[src/design/prs_pkg.sv]
package prs_pkg;

  // ----------------------------------------------------------------
  // Timing
  // ----------------------------------------------------------------
  localparam int CLK_PERIOD_PS = 10000;
  localparam int PG_LOW_MIN_NS = 4000;
  localparam int PG_HIGH_MIN_NS = 625;
  localparam int PG_LOW_CYCLES = (PG_LOW_MIN_NS * 1000 + CLK_PERIOD_PS - 1) / CLK_PERIOD_PS;
  localparam int PG_HIGH_CYCLES = (PG_HIGH_MIN_NS * 1000 + CLK_PERIOD_PS - 1) / CLK_PERIOD_PS;
  localparam int PARK_CYCLES_DEF = 64;
  localparam int MEM_WORDS = 16;
  localparam int PULSE_CYCLES = 8;
  localparam int LEAD_CYCLES = 4;

  // ----------------------------------------------------------------
  // Slave addresses
  // ----------------------------------------------------------------
  localparam logic [6:0] ADDR_LOW_WRITE = 7'h34;
  localparam logic [6:0] ADDR_LOW_READ = 7'h35;
  localparam logic [6:0] ADDR_HIGH_WRITE = 7'h3A;
  localparam logic [6:0] ADDR_HIGH_READ = 7'h3B;

  typedef enum logic [3:0] {
    PRS_OFF,
    PRS_PARK,
    PRS_RESET,
    PRS_MEMTEST,
    PRS_LOAD,
    PRS_LEAD,
    PRS_DONE,
    PRS_ERR_P1,
    PRS_ERR_GAP,
    PRS_ERR_P2,
    PRS_HALT
  } prs_state_type;

  // Status word seen by the host
  typedef struct packed {
    logic mem_fail;
    logic mem_pass;
    logic active_mode;
    logic addr_high;
  } prs_status_type;

  // One two-wire bus, open drain, oe low drives low
  typedef struct packed {
    logic clk_out;
    logic clk_oe_n;
    logic data_out;
    logic data_oe_n;
  } prs_bus_drive_type;

endpackage : prs_pkg

[src/design/prs_sequencer.sv]
`timescale 1ns/1ps
module prs_sequencer #(
  parameter int PARK_CYCLES = prs_pkg::PARK_CYCLES_DEF
) (
  input wire logic clk,
  input wire logic reset,
  input wire logic power_good_in,
  input wire logic power_on_sense_in,
  input wire logic standby_ctrl_in,
  input wire logic addr_sel_in,
  input wire logic gpio_out_val,
  input wire logic gpio_out_en,
  input wire logic load_done,
  input wire logic host_bus_clock_in,
  input wire logic host_bus_data_in,
  input wire logic peripheral_bus_clock_in,
  input wire logic peripheral_bus_data_in,
  input wire prs_pkg::prs_bus_drive_type host_drive_req,
  input wire prs_pkg::prs_bus_drive_type periph_drive_req,
  output logic addr_sel_out,
  output logic addr_sel_oe_n,
  output logic park_req,
  output logic ctrl_reset,
  output logic load_start,
  output logic powered_indicator_out,
  output logic init_complete_gpio,
  output logic active_mode,
  output logic [6:0] slave_addr_write,
  output logic [6:0] slave_addr_read,
  output prs_pkg::prs_status_type status,
  output prs_pkg::prs_bus_drive_type host_bus_drive,
  output prs_pkg::prs_bus_drive_type peripheral_bus_drive,
  output logic [3:0] host_bus_sampled
);

  // ----------------------------------------------------------------
  // Input synchronisers
  // ----------------------------------------------------------------
  logic [2:0] pg_sync_q;
  logic [2:0] ps_sync_q;
  logic [2:0] sb_sync_q;
  logic [2:0] as_sync_q;
  logic pg_q;
  logic ps_q;
  logic sb_q;
  logic as_q;

  // Three stages; a level counts once the last two agree
  always_ff @(posedge clk)
  begin
    if (reset)
    begin
      pg_sync_q <= 3'h0;
      ps_sync_q <= 3'h0;
      sb_sync_q <= 3'h0;
      as_sync_q <= 3'h0;
    end
    else
    begin
      pg_sync_q <= {pg_sync_q[1:0], power_good_in};
      ps_sync_q <= {ps_sync_q[1:0], power_on_sense_in};
      sb_sync_q <= {sb_sync_q[1:0], standby_ctrl_in};
      as_sync_q <= {as_sync_q[1:0], addr_sel_in};
    end
  end

  // Agreed levels, held on disagreement
  always_ff @(posedge clk)
  begin
    if (reset)
    begin
      pg_q <= 1'b0;
      ps_q <= 1'b0;
      sb_q <= 1'b0;
      as_q <= 1'b0;
    end
    else
    begin
      if (pg_sync_q[2] == pg_sync_q[1]) pg_q <= pg_sync_q[2];
      if (ps_sync_q[2] == ps_sync_q[1]) ps_q <= ps_sync_q[2];
      if (sb_sync_q[2] == sb_sync_q[1]) sb_q <= sb_sync_q[2];
      if (as_sync_q[2] == as_sync_q[1]) as_q <= as_sync_q[2];
    end
  end

  // ----------------------------------------------------------------
  // Power-good filter
  // ----------------------------------------------------------------
  logic [9:0] pg_cnt_q;
  logic pg_ok_q;

  // Asymmetric qualify: long low to drop, shorter high to accept
  always_ff @(posedge clk)
  begin
    if (reset)
    begin
      pg_cnt_q <= 10'h000;
      pg_ok_q <= 1'b0;
    end
    else if (pg_q == pg_ok_q)
      pg_cnt_q <= 10'h000; // Glitch shorter than limit dies here
    else if (!pg_ok_q && pg_cnt_q >= 10'(prs_pkg::PG_HIGH_CYCLES - 1))
    begin
      pg_ok_q <= 1'b1;
      pg_cnt_q <= 10'h000;
    end
    else if (pg_ok_q && pg_cnt_q >= 10'(prs_pkg::PG_LOW_CYCLES - 1))
    begin
      pg_ok_q <= 1'b0;
      pg_cnt_q <= 10'h000;
    end
    else
      pg_cnt_q <= pg_cnt_q + 10'h001;
  end

  // ----------------------------------------------------------------
  // Sequencer
  // ----------------------------------------------------------------
  prs_pkg::prs_state_type state_q;
  logic [15:0] cnt_q;
  logic [15:0] mem_q [prs_pkg::MEM_WORDS];
  logic mem_pass_q;
  logic mem_fail_q;
  logic addr_high_q;
  logic run_ok;
  logic mem_bad;

  // Test word per index; the index in the low bits catches address faults
  function automatic logic [15:0] mem_pattern(input logic [3:0] idx);
    mem_pattern = {12'hA5C, idx};
  endfunction : mem_pattern

  // Read-pass mismatch, seen now so that a fault in the last word still halts
  assign mem_bad = (state_q == prs_pkg::PRS_MEMTEST) && (cnt_q >= 16'(prs_pkg::MEM_WORDS)) &&
                   (mem_q[cnt_q[3:0]] != mem_pattern(cnt_q[3:0]));

  // Sense drops only when supplies really fail, so it also resets us
  assign run_ok = pg_ok_q && ps_q;

  always_ff @(posedge clk)
  begin
    if (reset)
    begin
      state_q <= prs_pkg::PRS_OFF;
      cnt_q <= 16'h0000;
    end
    else if (!run_ok && state_q != prs_pkg::PRS_OFF && state_q != prs_pkg::PRS_PARK
             && state_q != prs_pkg::PRS_RESET)
    begin
      state_q <= prs_pkg::PRS_PARK; // Park first, reset after
      cnt_q <= 16'h0000;
    end
    else
    begin
      cnt_q <= cnt_q + 16'h0001;
      unique case (state_q)
        prs_pkg::PRS_OFF, prs_pkg::PRS_RESET:
          if (run_ok) // Stay in reset while power-good low
          begin
            state_q <= prs_pkg::PRS_MEMTEST;
            cnt_q <= 16'h0000;
          end
        prs_pkg::PRS_PARK:
          if (cnt_q >= 16'(PARK_CYCLES - 1))
            state_q <= prs_pkg::PRS_RESET;
        prs_pkg::PRS_MEMTEST:
          // Write pass then read pass over the array
          if (cnt_q == 16'(2 * prs_pkg::MEM_WORDS - 1))
          begin
            cnt_q <= 16'h0000;
            state_q <= (mem_fail_q || mem_bad) ? prs_pkg::PRS_ERR_P1 :
                       prs_pkg::PRS_LOAD;
          end
        prs_pkg::PRS_LOAD:
          if (load_done)
          begin
            state_q <= prs_pkg::PRS_LEAD;
            cnt_q <= 16'h0000;
          end
        prs_pkg::PRS_LEAD:
          if (cnt_q >= 16'(prs_pkg::LEAD_CYCLES - 1))
            state_q <= prs_pkg::PRS_DONE;
        prs_pkg::PRS_DONE:
          state_q <= prs_pkg::PRS_DONE;
        prs_pkg::PRS_ERR_P1, prs_pkg::PRS_ERR_GAP, prs_pkg::PRS_ERR_P2:
          if (cnt_q >= 16'(prs_pkg::PULSE_CYCLES - 1))
          begin
            cnt_q <= 16'h0000;
            state_q <= (state_q == prs_pkg::PRS_ERR_P1) ? prs_pkg::PRS_ERR_GAP :
                       (state_q == prs_pkg::PRS_ERR_GAP) ? prs_pkg::PRS_ERR_P2 :
                       prs_pkg::PRS_HALT;
          end
        prs_pkg::PRS_HALT:
          state_q <= prs_pkg::PRS_HALT;
        default:
          state_q <= prs_pkg::PRS_OFF;
      endcase
    end
  end

  // Memory init and march test; pattern depends on the index
  always_ff @(posedge clk)
  begin
    if (state_q == prs_pkg::PRS_MEMTEST && cnt_q < 16'(prs_pkg::MEM_WORDS))
      mem_q[cnt_q[3:0]] <= mem_pattern(cnt_q[3:0]);
  end

  // Result recorded in status
  always_ff @(posedge clk)
  begin
    if (reset || state_q == prs_pkg::PRS_RESET || state_q == prs_pkg::PRS_OFF)
    begin
      mem_pass_q <= 1'b0;
      mem_fail_q <= 1'b0;
    end
    else if (state_q == prs_pkg::PRS_MEMTEST && cnt_q >= 16'(prs_pkg::MEM_WORDS))
    begin
      if (mem_bad)
        mem_fail_q <= 1'b1;
      if (cnt_q == 16'(2 * prs_pkg::MEM_WORDS - 1))
        mem_pass_q <= !mem_fail_q && !mem_bad;
    end
  end

  // Address strap caught at power-up, kept afterwards
  always_ff @(posedge clk)
  begin
    if (reset)
      addr_high_q <= 1'b0;
    else if (state_q == prs_pkg::PRS_OFF || state_q == prs_pkg::PRS_RESET)
      addr_high_q <= as_q;
  end

  // ----------------------------------------------------------------
  // Outputs
  // ----------------------------------------------------------------
  always_ff @(posedge clk)
  begin
    if (reset)
    begin
      active_mode <= 1'b0;
      powered_indicator_out <= 1'b0;
      init_complete_gpio <= 1'b0;
    end
    else
    begin
      active_mode <= run_ok && sb_q;
      powered_indicator_out <= (state_q == prs_pkg::PRS_LEAD) ||
                               (state_q == prs_pkg::PRS_DONE);
      init_complete_gpio <= (state_q == prs_pkg::PRS_DONE) ||
                            (state_q == prs_pkg::PRS_ERR_P1) ||
                            (state_q == prs_pkg::PRS_ERR_P2);
    end
  end

  assign park_req = (state_q == prs_pkg::PRS_PARK);
  assign ctrl_reset = (state_q == prs_pkg::PRS_OFF) || (state_q == prs_pkg::PRS_PARK) ||
                      (state_q == prs_pkg::PRS_RESET);
  assign load_start = (state_q == prs_pkg::PRS_LOAD);
  assign slave_addr_write = addr_high_q ? prs_pkg::ADDR_HIGH_WRITE : prs_pkg::ADDR_LOW_WRITE;
  assign slave_addr_read = addr_high_q ? prs_pkg::ADDR_HIGH_READ : prs_pkg::ADDR_LOW_READ;
  assign status = '{mem_fail: mem_fail_q, mem_pass: mem_pass_q,
                    active_mode: active_mode, addr_high: addr_high_q};

  // Pin is input until init is done, then a GPIO
  assign addr_sel_out = gpio_out_val;
  assign addr_sel_oe_n = !(state_q == prs_pkg::PRS_DONE && init_complete_gpio && gpio_out_en);

  // Bus engines sit outside; held off the pins during reset
  assign host_bus_drive = ctrl_reset ? 4'hF : host_drive_req;
  assign peripheral_bus_drive = ctrl_reset ? 4'hF : periph_drive_req;
  assign host_bus_sampled = {host_bus_clock_in, host_bus_data_in,
                             peripheral_bus_clock_in, peripheral_bus_data_in};

endmodule : prs_sequencer

[config.mk]
export PLATFORM = sky130hd
export DESIGN_NAME = prs_sequencer
export DESIGN_NICKNAME = d
export VERILOG_FILES = /design/src/design/prs_pkg.sv /design/src/design/prs_sequencer.sv
export SDC_FILE = /design/constraint.sdc
export NUM_CORES = 1
export LEC_CHECK = 0
export BUFFER_PORTS_ARGS = -buffer_cell sky130_fd_sc_hd__buf_2
export CORE_MARGIN = 2
export CORE_UTILIZATION = 35
export CTS_BUF_LIST = sky130_fd_sc_hd__clkbuf_4
export CTS_CLUSTER_DIAMETER = 120
export DETAILED_ROUTE_END_ITERATION = 12
export PLACE_DENSITY = 0.57
export SETUP_SLACK_MARGIN = 0.1
export SYNTH_ARGS = -nofsm -noshare
export SYNTH_HDL_FRONTEND = slang
export SYNTH_SLANG_ARGS = --single-unit
[constraint.sdc]
create_clock -name clk -period 3.59 [get_ports clk]
set_input_delay 0.718 -clock clk [delete_from_list [all_inputs] [get_ports clk]]
set_output_delay 0.718 -clock clk [all_outputs]
set_load 0.03 [all_outputs]
==> out/metrics.cfg, run 1 <==
[outcome]
status = completed

[floorplanning]
initial_core_util = 0.359
rows = 43
die_h_um = 124
die-area_mm2 = 0.0153
die_x_um = 124
core_area_mm2 = 0.0139
ios = 59

[setup_path]
r2r-start = cnt_q[0]$_SDFF_PP0_
worstSetupStartpointType = flip-flop
timing.rr.end = mem_pass_q$_SDFFE_PP0P_
crit_arrival_ns = 2.31
ff2ff_path_depth = 8
crit_type = flip-flop to output port
crit_required_ns = 2.87
cp-end-kind = output port
regToRegSetupSlack_ns = 0.62
cp_max_fo = 13

[grt]
grt_max_degree = 37
grt_pass1_wl_um = 15600
grt-ovfl-total = 0
first_global_vias = 3138
antenna_found_initial = 0
grt_usage = 0.134

[synthesis]
synth_edf_count = 64
netlist_top_cells_area = edfxtp_1, dfxtp_1, nor2_1
synth_commonest_cells = edfxtp_1, nor2_1, dfxtp_1
syn_area_per_cell_um2 = 11.4
synth_top_area_frac = 0.384
yosysTopAreaCell = edfxtp_1
ys.flop_type = edfxtp_1
ys_warn_count = 0
ys_ff_latch = 117
seq_area_frac_synth = 0.597
async_reset_ff_frac = 0
post-synth-top-count-cell = edfxtp_1
synth_cell_types = 50
synth_area_mm2 = 0.00500
synth_cells = 438

[drt]
wl_per_cell_um = 13.8
wl_um = 9110
via_per_inst = 4.86
drtIter0Drc = 188
dr.pass1.iters = 4
drtAntennaViolNets = 0
drc = 0
num_vias = 3220

[clock_tree]
root_buffer = clkbuf_4
post_cts_buffers = 0
clkSinkCount = 117
cts_tree = done
worstSkewPairLatency_ns = 0.51
htreeDepth = 4
max-clock-path-buffers = 2
numCtsBuffers = 17
cts_resized = 0
hold_buffers = 0
clk_pin_slew_ns = 0.11

[power]
cellPowerDensity_mw_per_mm2 = 583
intPower_mw = 2.29
ir_drop_mv = 0.357
p_sw_frac = 0.294
power_leakage_nw = 1.93
power.share.clock = 0.327
seq_power_share = 0.485
p_comb_frac = 0.188
p_switching_mw = 0.955

[placement]
gp_congestion = 0.767
io_buffers = 40
post-dp-hpwl_um = 6060

[finish]
final_nets = 496
drive_gt1_frac = 0.199
area_growth_pct = 11.4
diodes = 0
fillCellCount = 1331
final_util = 0.400

[sta]
setup_tns_ns = 0
fin_crit_sh = 0.842
fin_crit_ns = 3.02
grt_setup_unrepaired = no
final-setup-viol-count = 0
fin_skew_ns = 0.0142
hold_viol = 0
drv_slew = 0
max-slew-margin-rel = 0.476
worst_slew_pin_slew_ns = 0.780
fmax_mhz = 331

[hold_path]
worstHoldStart = addr_sel_in
hold_class = input port to flip-flop
holdPathEnd = as_sync_q[0]$_SDFF_PP0_
min_path_cells = 2

[job]
max_cap_viol_count = 0

## final cells by class
type | count | area (µm²) | area share
clock buffers | 18 | 135 | 0.0243
clock inverters | 14 | 183 | 0.0328
inverters | 12 | 45.0 | 0.00809
multi-input cells | 275 | 1750 | 0.315
flip-flops and latches | 117 | 2980 | 0.536
well taps | 180 | 225 | 0.0404
repair buffers | 46 | 245 | 0.0440
## worst max-delay path: stages, from the launching register on
cell and delay [ns]:
dfxtp_1 0.46, and2_1 0.29, nor3_1 0.61, or2_2 0.23
buf_2 0.20
## cell usage in the layout (no fill, tap or decap), drive strengths merged, types with 2 or more instances in the layout
master,count
edfxtp,64
nor2,57
dfxtp,53
buf,46
nand2,32
clkbuf,18
nand3,16
xor2,15
a21oi,14
nor2b,14
inv,14
nor3,12
o21ai,11
or2,10
mux4,9
conb,9
xnor2,8
clkinv,7
and3,6
ha,6
nand4,5
nand2b,4
a31oi,4
mux2i,4
bufinv,4
nor4,3
o31ai,3
or3,3
a32oi,3
nor4b,3
and2,2
or4,2
or3b,2
a221oi,2
o32ai,2
o211ai,2
a41oi,2
## registers in the layout (all words and copies together), names as in the netlist, 3 cells and up
name / flops
mem_q: 64
ps_sync_q: 3
as_sync_q: 3
pg_cnt_q: 10
sb_sync_q: 3
state_q: 4
cnt_q: 16
pg_sync_q: 3
## power by group through the flow
stage / logic, mW / registers (mW) / clock network (mW)
2_1_floorplan: 0.501 / 1.58 / 0
4_1_cts: 0.617 / 1.58 / 1.09
5_1_grt: 0.686 / 1.59 / 1.15
3_3_place_gp: 0.605 / 1.61 / 0
3_5_place_dp: 0.615 / 1.61 / 0
6_report: 0.612 / 1.57 / 1.06
## routing by layer
metal  routed length [µm]  vias to the layer above  global-route usage
met5                    0                        -                   0
met4                   63                        0              0.0497
met3                  477                        4              0.0434
met2                 4320                       98               0.204
met1                 4250                     1523               0.178
li1                     -                     1595                   -
## per-stage QoR
step	setup slack (ns)	instance area, µm²	cells	power [mW]	hold WS [ns]
global route	0.262	5570	662	3.43	0.356
CTS	0.502	5570	662	3.28	0.367
floorplan	1.05	5020	445	2.08	0.414
detailed placement	0.644	5250	630	2.22	0.432
finish	0.567	5570	662	3.25	0.411
global placement	0.761	5250	630	2.21	0.419
## cells by family after synthesis
kind of cell             Yosys count  share of synthesized area
AO/OA/AOI/OAI                     52                     0.0701
XOR/XNOR                          23                     0.0403
adder cells (fa/ha/maj)            6                     0.0150
buffers and inverters             53                     0.0578
flip-flops                       117                      0.597
multiplexers                      13                     0.0486
other                              2                    0.00150
AND/OR/NAND/NOR                  172                      0.170
## worst max path at each step
| stage | cells past startpoint | end | startpoint |
|---|---|---|---|
| after floorplan | 3 | host_bus_drive[0] | state_q[1]$_SDFFE_PP0P_ |
| after global placement | 8 | mem_pass_q$_SDFFE_PP0P_ | cnt_q[0]$_SDFF_PP0_ |
| after detailed placement | 8 | mem_pass_q$_SDFFE_PP0P_ | cnt_q[0]$_SDFF_PP0_ |
| after CTS | 4 | peripheral_bus_drive[1] | state_q[1]$_SDFFE_PP0P_ |
| after global routing | 8 | mem_pass_q$_SDFFE_PP0P_ | cnt_q[0]$_SDFF_PP0_ |
| final | 4 | peripheral_bus_drive[1] | state_q[1]$_SDFFE_PP0P_ |
Power figures use the tool's default switching activity.
==> run 2, diff against run 1 <==
Clock period 3.59 ns to 3.1 ns, I/O delays scaled along.
==> run 2 against run 1 <==
  * Setup slack worse by 0.26 ns
  * Cell area is 0.45% higher
  * Sequential cell count stayed put
  * Critical path depth grew 1
  * Non-clock buffer count increased by 6
  * Register-to-register slack got worse by 0.16 ns
  * Via count increased by 0.53%
  * Global-route usage fell by 0.074 points
  * Sequential power rose by 13%
  * Core utilization rose by 0.18 points
  * Total power grew 14%
  * Clock skew rose by 0.0044 ns
==> out/metrics.cfg, run 2 (synthesized netlist as in run 1, its figures left out) <==
[sta]
setup_tns_ns = 0  ; unchanged
fin_skew_ns = 0.0186  ; +0.00439 ns
fin_crit_ns = 2.79
hold_viol = 0  ; unchanged
fmax_mhz = 359
fin_crit_sh = 0.900
worst_slew_pin_slew_ns = 0.679  ; -0.101 ns
max-slew-margin-rel = 0.544  ; +0.0679
grt_setup_unrepaired = no
drv_slew = 0  ; unchanged
final-setup-viol-count = 0  ; unchanged

[grt]
grt_usage = 0.133  ; -0.000735
first_global_vias = 3093  ; -1.4%
antenna_found_initial = 0  ; unchanged
grt_pass1_wl_um = 15400  ; -1.1%
grt-ovfl-total = 0  ; unchanged
grt_max_degree = 37  ; unchanged

[outcome]
status = completed

[power]
p_sw_frac = 0.314  ; +0.0201
seq_power_share = 0.480  ; -0.005
power.share.clock = 0.309  ; -0.018
p_comb_frac = 0.211  ; +0.023
intPower_mw = 2.53  ; +10%
power_leakage_nw = 1.95  ; +1.0%
cellPowerDensity_mw_per_mm2 = 660  ; +13%
p_switching_mw = 1.16  ; +21%
ir_drop_mv = 0.336  ; -6.0%

[job]
max_cap_viol_count = 0  ; unchanged

[hold_path]
worstHoldStart = addr_sel_in
hold_class = input port to flip-flop

[drt]
via_per_inst = 4.85  ; -0.37%
drtIter0Drc = 127  ; -32%
drc = 0  ; unchanged
num_vias = 3237  ; +0.53%
wl_um = 9260  ; +1.7%
dr.pass1.iters = 4  ; unchanged
wl_per_cell_um = 13.9  ; +0.78%
drtAntennaViolNets = 0  ; unchanged

[clock_tree]
clk_pin_slew_ns = 0.11  ; about the same
clkSinkCount = 117  ; unchanged
post_cts_buffers = 0  ; unchanged
max-clock-path-buffers = 2  ; unchanged
cts_resized = 0  ; unchanged
hold_buffers = 0  ; unchanged
cts_tree = done
root_buffer = clkbuf_4
numCtsBuffers = 17  ; unchanged
htreeDepth = 4  ; unchanged
worstSkewPairLatency_ns = 0.52  ; about the same

[setup_path]
worstSetupStartpointType = flip-flop
cp_max_fo = 13  ; unchanged
cp-end-kind = output port
crit_arrival_ns = 2.17  ; -0.14 ns
worstSetupStartpoint = state_q[1]$_SDFFE_PP0P_
r2r-start = cnt_q[0]$_SDFF_PP0_
crit_type = flip-flop to output port
crit_required_ns = 2.48  ; -0.39 ns

[finish]
fillCellCount = 1316  ; -1.1%
final_util = 0.401  ; +0.00180
area_growth_pct = 11.9
drive_gt1_frac = 0.215  ; +0.0160
final_common_cell = edfxtp_1
diodes = 0  ; unchanged
mostFrequentLayoutCells = edfxtp_1, nor2_1, dfxtp_1
largest_reg_flops = 64  ; unchanged
final_nets = 502  ; +1.2%
seq_area_mm2 = 0.00298  ; unchanged
multi_input_area_mm2 = 0.00175  ; unchanged

[floorplanning]
core_area_mm2 = 0.0139  ; unchanged
die-area_mm2 = 0.0153  ; unchanged
initial_core_util = 0.359  ; unchanged
die_x_um = 124  ; unchanged
rows = 43  ; unchanged
ios = 59  ; unchanged
die_h_um = 124  ; unchanged

[placement]
gp_congestion = 0.801  ; +4.4%
io_buffers = 40  ; unchanged
post-dp-hpwl_um = 6210  ; +2.5%

[run 2: metal layers]
layer	wire, µm	GRT usage	vias up
li1	-	-	1608
met1	4450	0.176	1559
met2	4370	0.202	62
met3	335	0.0360	8
met4	106	0.0632	0
met5	0	0	-
[run 2: per-stage QoR]
stage	worst slack (ns)	cell area (µm²)	hold WS (ns)	total power, mW	std cells
after floorplan	0.597	5020	0.414	2.41	445
final	0.311	5590	0.302	3.69	668
after global routing	0.136	5590	0.270	3.89	668
after detailed placement	0.501	5300	0.428	2.60	636
after global placement	0.555	5300	0.418	2.58	636
after CTS	0.253	5590	0.244	3.75	668
[run 2: area by class of cell]
type | instances | area share
Clock inverter | 15 | 0.0304
Timing Repair Buffer | 52 | 0.0519
Multi-Input combinational cell | 275 | 0.313
Clock buffer | 17 | 0.0228
Inverter | 12 | 0.00805
Sequential cell | 117 | 0.533
Tap cell | 180 | 0.0403
[run 2: final timing paths]
kind / to / slack, ns / depth (start not counted)
setup / recovery: peripheral_bus_drive[0] / 0.31 / 5
hold / removal: as_sync_q[0]$_SDFF_PP0_ / 0.30 / 2
hold reg to reg: as_sync_q[1]$_SDFF_PP0_ / 0.45 / 1
setup reg to reg: mem_pass_q$_SDFFE_PP0P_ / 0.46 / 9
[run 2: power by group through the flow]
stage / registers (mW) / clock network (mW) / logic (mW)
2_1_floorplan: 1.83 / 0 / 0.581
3_3_place_gp: 1.81 / 0 / 0.776
3_5_place_dp: 1.81 / 0 / 0.788
4_1_cts: 1.77 / 1.18 / 0.789
5_1_grt: 1.78 / 1.24 / 0.867
6_report: 1.77 / 1.14 / 0.780
[run 2: critical path, cell delays in order (launching register included)]
cell and delay (ns):
dfxtp_1 0.63, and2_1 0.33, nor3_1 0.07, buf_4 0.17, or2_2 0.27, buf_2 0.18
==> run 3, diff against run 2 <==
Settings changed: PLACE_DENSITY 0.57 to 0.51.
==> run 3 against run 2 <==
  * Clock power rose by 11%
  * Clock skew shrank 0.0074 ns
  * Total power grew 2.9%
  * Fmax grew 2.4%
  * First-iteration DRC count grew 21%
  * Core utilization is 0.15 points higher
  * Combinational power fell by 5.3%
  * Register-to-register slack improved by 0.04 ns
  * Via count decreased by 0.74%
  * Final cell count shrank 0.30%
  * Global-route usage increased by 0.14 points
==> out/metrics.cfg, run 3 (synthesized netlist as in run 1, its figures left out) <==
[sta]
fmax_mhz = 367  ; +2.4%
setup_tns_ns = 0  ; unchanged
fin_skew_ns = 0.0112  ; -0.00745 ns
hold_viol = 0  ; unchanged
fin_crit_ns = 2.72  ; -0.0641 ns
fin_crit_sh = 0.879  ; -0.0207
final-setup-viol-count = 0  ; unchanged
grt_setup_unrepaired = no
max-slew-margin-rel = 0.592  ; +0.0482
drv_slew = 0  ; unchanged
worst_slew_pin_slew_ns = 0.612  ; -0.0671 ns

[clock_tree]
cts_tree = done
max-clock-path-buffers = 2  ; unchanged
htreeDepth = 4  ; unchanged
numCtsBuffers = 17  ; unchanged
worstSkewPairLatency_ns = 0.51  ; about the same
clk_pin_slew_ns = 0.09  ; -0.02 ns
clkSinkCount = 117  ; unchanged
root_buffer = clkbuf_4

[grt]
grt-ovfl-total = 0  ; unchanged
first_global_vias = 3001  ; -3.0%
grt_usage = 0.134  ; +0.00141
grt_max_degree = 37  ; unchanged
antenna_found_initial = 0  ; unchanged
grt_pass1_wl_um = 15300  ; -0.54%

[drt]
dr.pass1.iters = 4  ; unchanged
drtAntennaViolNets = 0  ; unchanged
wl_um = 9340  ; +0.82%
drtIter0Drc = 154  ; +21%
wl_per_cell_um = 14.0  ; +1.1%
drc = 0  ; unchanged
num_vias = 3213  ; -0.74%
via_per_inst = 4.82  ; -0.44%

[setup_path]
cp_max_fo = 18  ; +5
worstSetupStartpointType = flip-flop
slowest_stage = dfxtp_1
path_cells = nand2_1 > or4_1 > buf_2
regToRegSetupSlack_ns = 0.50  ; +0.04 ns
ff2ff_path_depth = 7  ; -2
r2r-start = cnt_q[0]$_SDFF_PP0_
critPathMaxStageDelay_ns = 0.71  ; +0.08 ns
timing.rr.end = mem_pass_q$_SDFFE_PP0P_
crit_arrival_ns = 2.10  ; -0.07 ns
cp-end-kind = output port
crit_type = flip-flop to output port
crit_required_ns = 2.48  ; about the same

[placement]
gp_congestion = 0.833  ; +3.9%
post-dp-hpwl_um = 6310  ; +1.7%
io_buffers = 40  ; unchanged

[floorplanning]
initial_core_util = 0.359  ; unchanged
core_area_mm2 = 0.0139  ; unchanged
die_x_um = 124  ; unchanged
ios = 59  ; unchanged
rows = 43  ; unchanged
die-area_mm2 = 0.0153  ; unchanged
die_h_um = 124  ; unchanged

[hold_path]
hold_class = input port to flip-flop
holdPathEnd = sb_sync_q[0]$_SDFF_PP0_
min_path_cells = 2  ; unchanged
worstHoldStart = standby_ctrl_in

[finish]
final_nets = 500  ; -0.40%
final_common_cell = edfxtp_1
area_growth_pct = 12.3
largest_reg_flops = 64  ; unchanged
final_util = 0.403  ; +0.00153
drive_gt1_frac = 0.206  ; -0.00940
mostFrequentLayoutCells = edfxtp_1, nor2_1, dfxtp_1
diodes = 0  ; unchanged

[power]
seq_power_share = 0.472  ; -0.008
p_sw_frac = 0.278  ; -0.0358
cellPowerDensity_mw_per_mm2 = 677  ; +2.5%
p_comb_frac = 0.194  ; -0.017
intPower_mw = 2.74  ; +8.3%
power.share.clock = 0.333  ; +0.024
p_switching_mw = 1.06  ; -8.8%
power_leakage_nw = 1.96  ; +0.45%
ir_drop_mv = 0.414  ; +23%

[job]
max_cap_viol_count = 0  ; unchanged

[outcome]
status = completed

[run 3: cell count changes in the layout (fill, tap and decap cells not counted), sizes merged]
cell,before,now
buf,52,50
bufinv,2,5
clkbuf,17,19
clkinv,4,7
clkinvlp,2,1
inv,19,12
[run 3: power groups by stage]
stage	logic [mW]	registers, mW	clock network, mW
global route	0.826	1.81	1.38
global placement	0.745	1.83	0
CTS	0.753	1.79	1.31
detailed placement	0.749	1.83	0
finish	0.739	1.79	1.27
floorplan	0.581	1.83	0
[run 3: through the flow]
step           instance area (µm²)  setup WS [ns]  instances  total power [mW]  hold WS, ns
2_1_floorplan                 5020          0.597        445              2.41        0.414
3_3_place_gp                  5280          0.581        634              2.57        0.423
3_5_place_dp                  5280          0.516        634              2.58        0.424
4_1_cts                       5610          0.154        666              3.86        0.258
5_1_grt                       5620          0.160        666              4.01        0.267
6_report                      5620          0.375        666              3.80        0.316
[run 3: repair_timing]
item / CTS / global route
gates resized for setup: 0 / 1
hold buffers: 0 / 0
endpoints found under the setup margin: 0 / 9
setup buffers: 0 / 0
[run 3: worst max-delay path by stage]
| stage | startpoint | endpoint | depth (start not counted) |
|---|---|---|---|
| 2_1_floorplan | cnt_q[0]$_SDFF_PP0_ | mem_pass_q$_SDFFE_PP0P_ | 7 |
| 3_3_place_gp | cnt_q[0]$_SDFF_PP0_ | mem_pass_q$_SDFFE_PP0P_ | 7 |
| 3_5_place_dp | cnt_q[0]$_SDFF_PP0_ | mem_pass_q$_SDFFE_PP0P_ | 9 |
| 4_1_cts | state_q[1]$_SDFFE_PP0P_ | peripheral_bus_drive[0] | 4 |
| 5_1_grt | state_q[2]$_SDFFE_PP0P_ | addr_sel_oe_n | 3 |
| 6_report | state_q[2]$_SDFFE_PP0P_ | addr_sel_oe_n | 3 |
[run 3: critical path, delay by kind of cell, from the launching register on]
kind / cells / cell delay (ns)
buffers and inverters: 1 / 0.20
DFF: 1 / 0.71
and+or+nand+nor: 2 / 0.69
[run 3: final cells by class]
type / count / area, µm²
fillers: 1345 / 8320
multi-input cells: 275 / 1760
clock inverters: 13 / 186
repair buffers: 50 / 275
inverters: 12 / 45.0
clock buffers: 19 / 143
flip-flops and latches: 117 / 2980
well taps: 180 / 225
[run 3: routing by layer]
| layer | routed length [µm] | track usage |
|---|---|---|
| met1 | 4450 | 0.182 |
| met2 | 4480 | 0.197 |
| met3 | 352 | 0.0498 |
| met4 | 55 | 0.0490 |
| met5 | 0 | 0 |
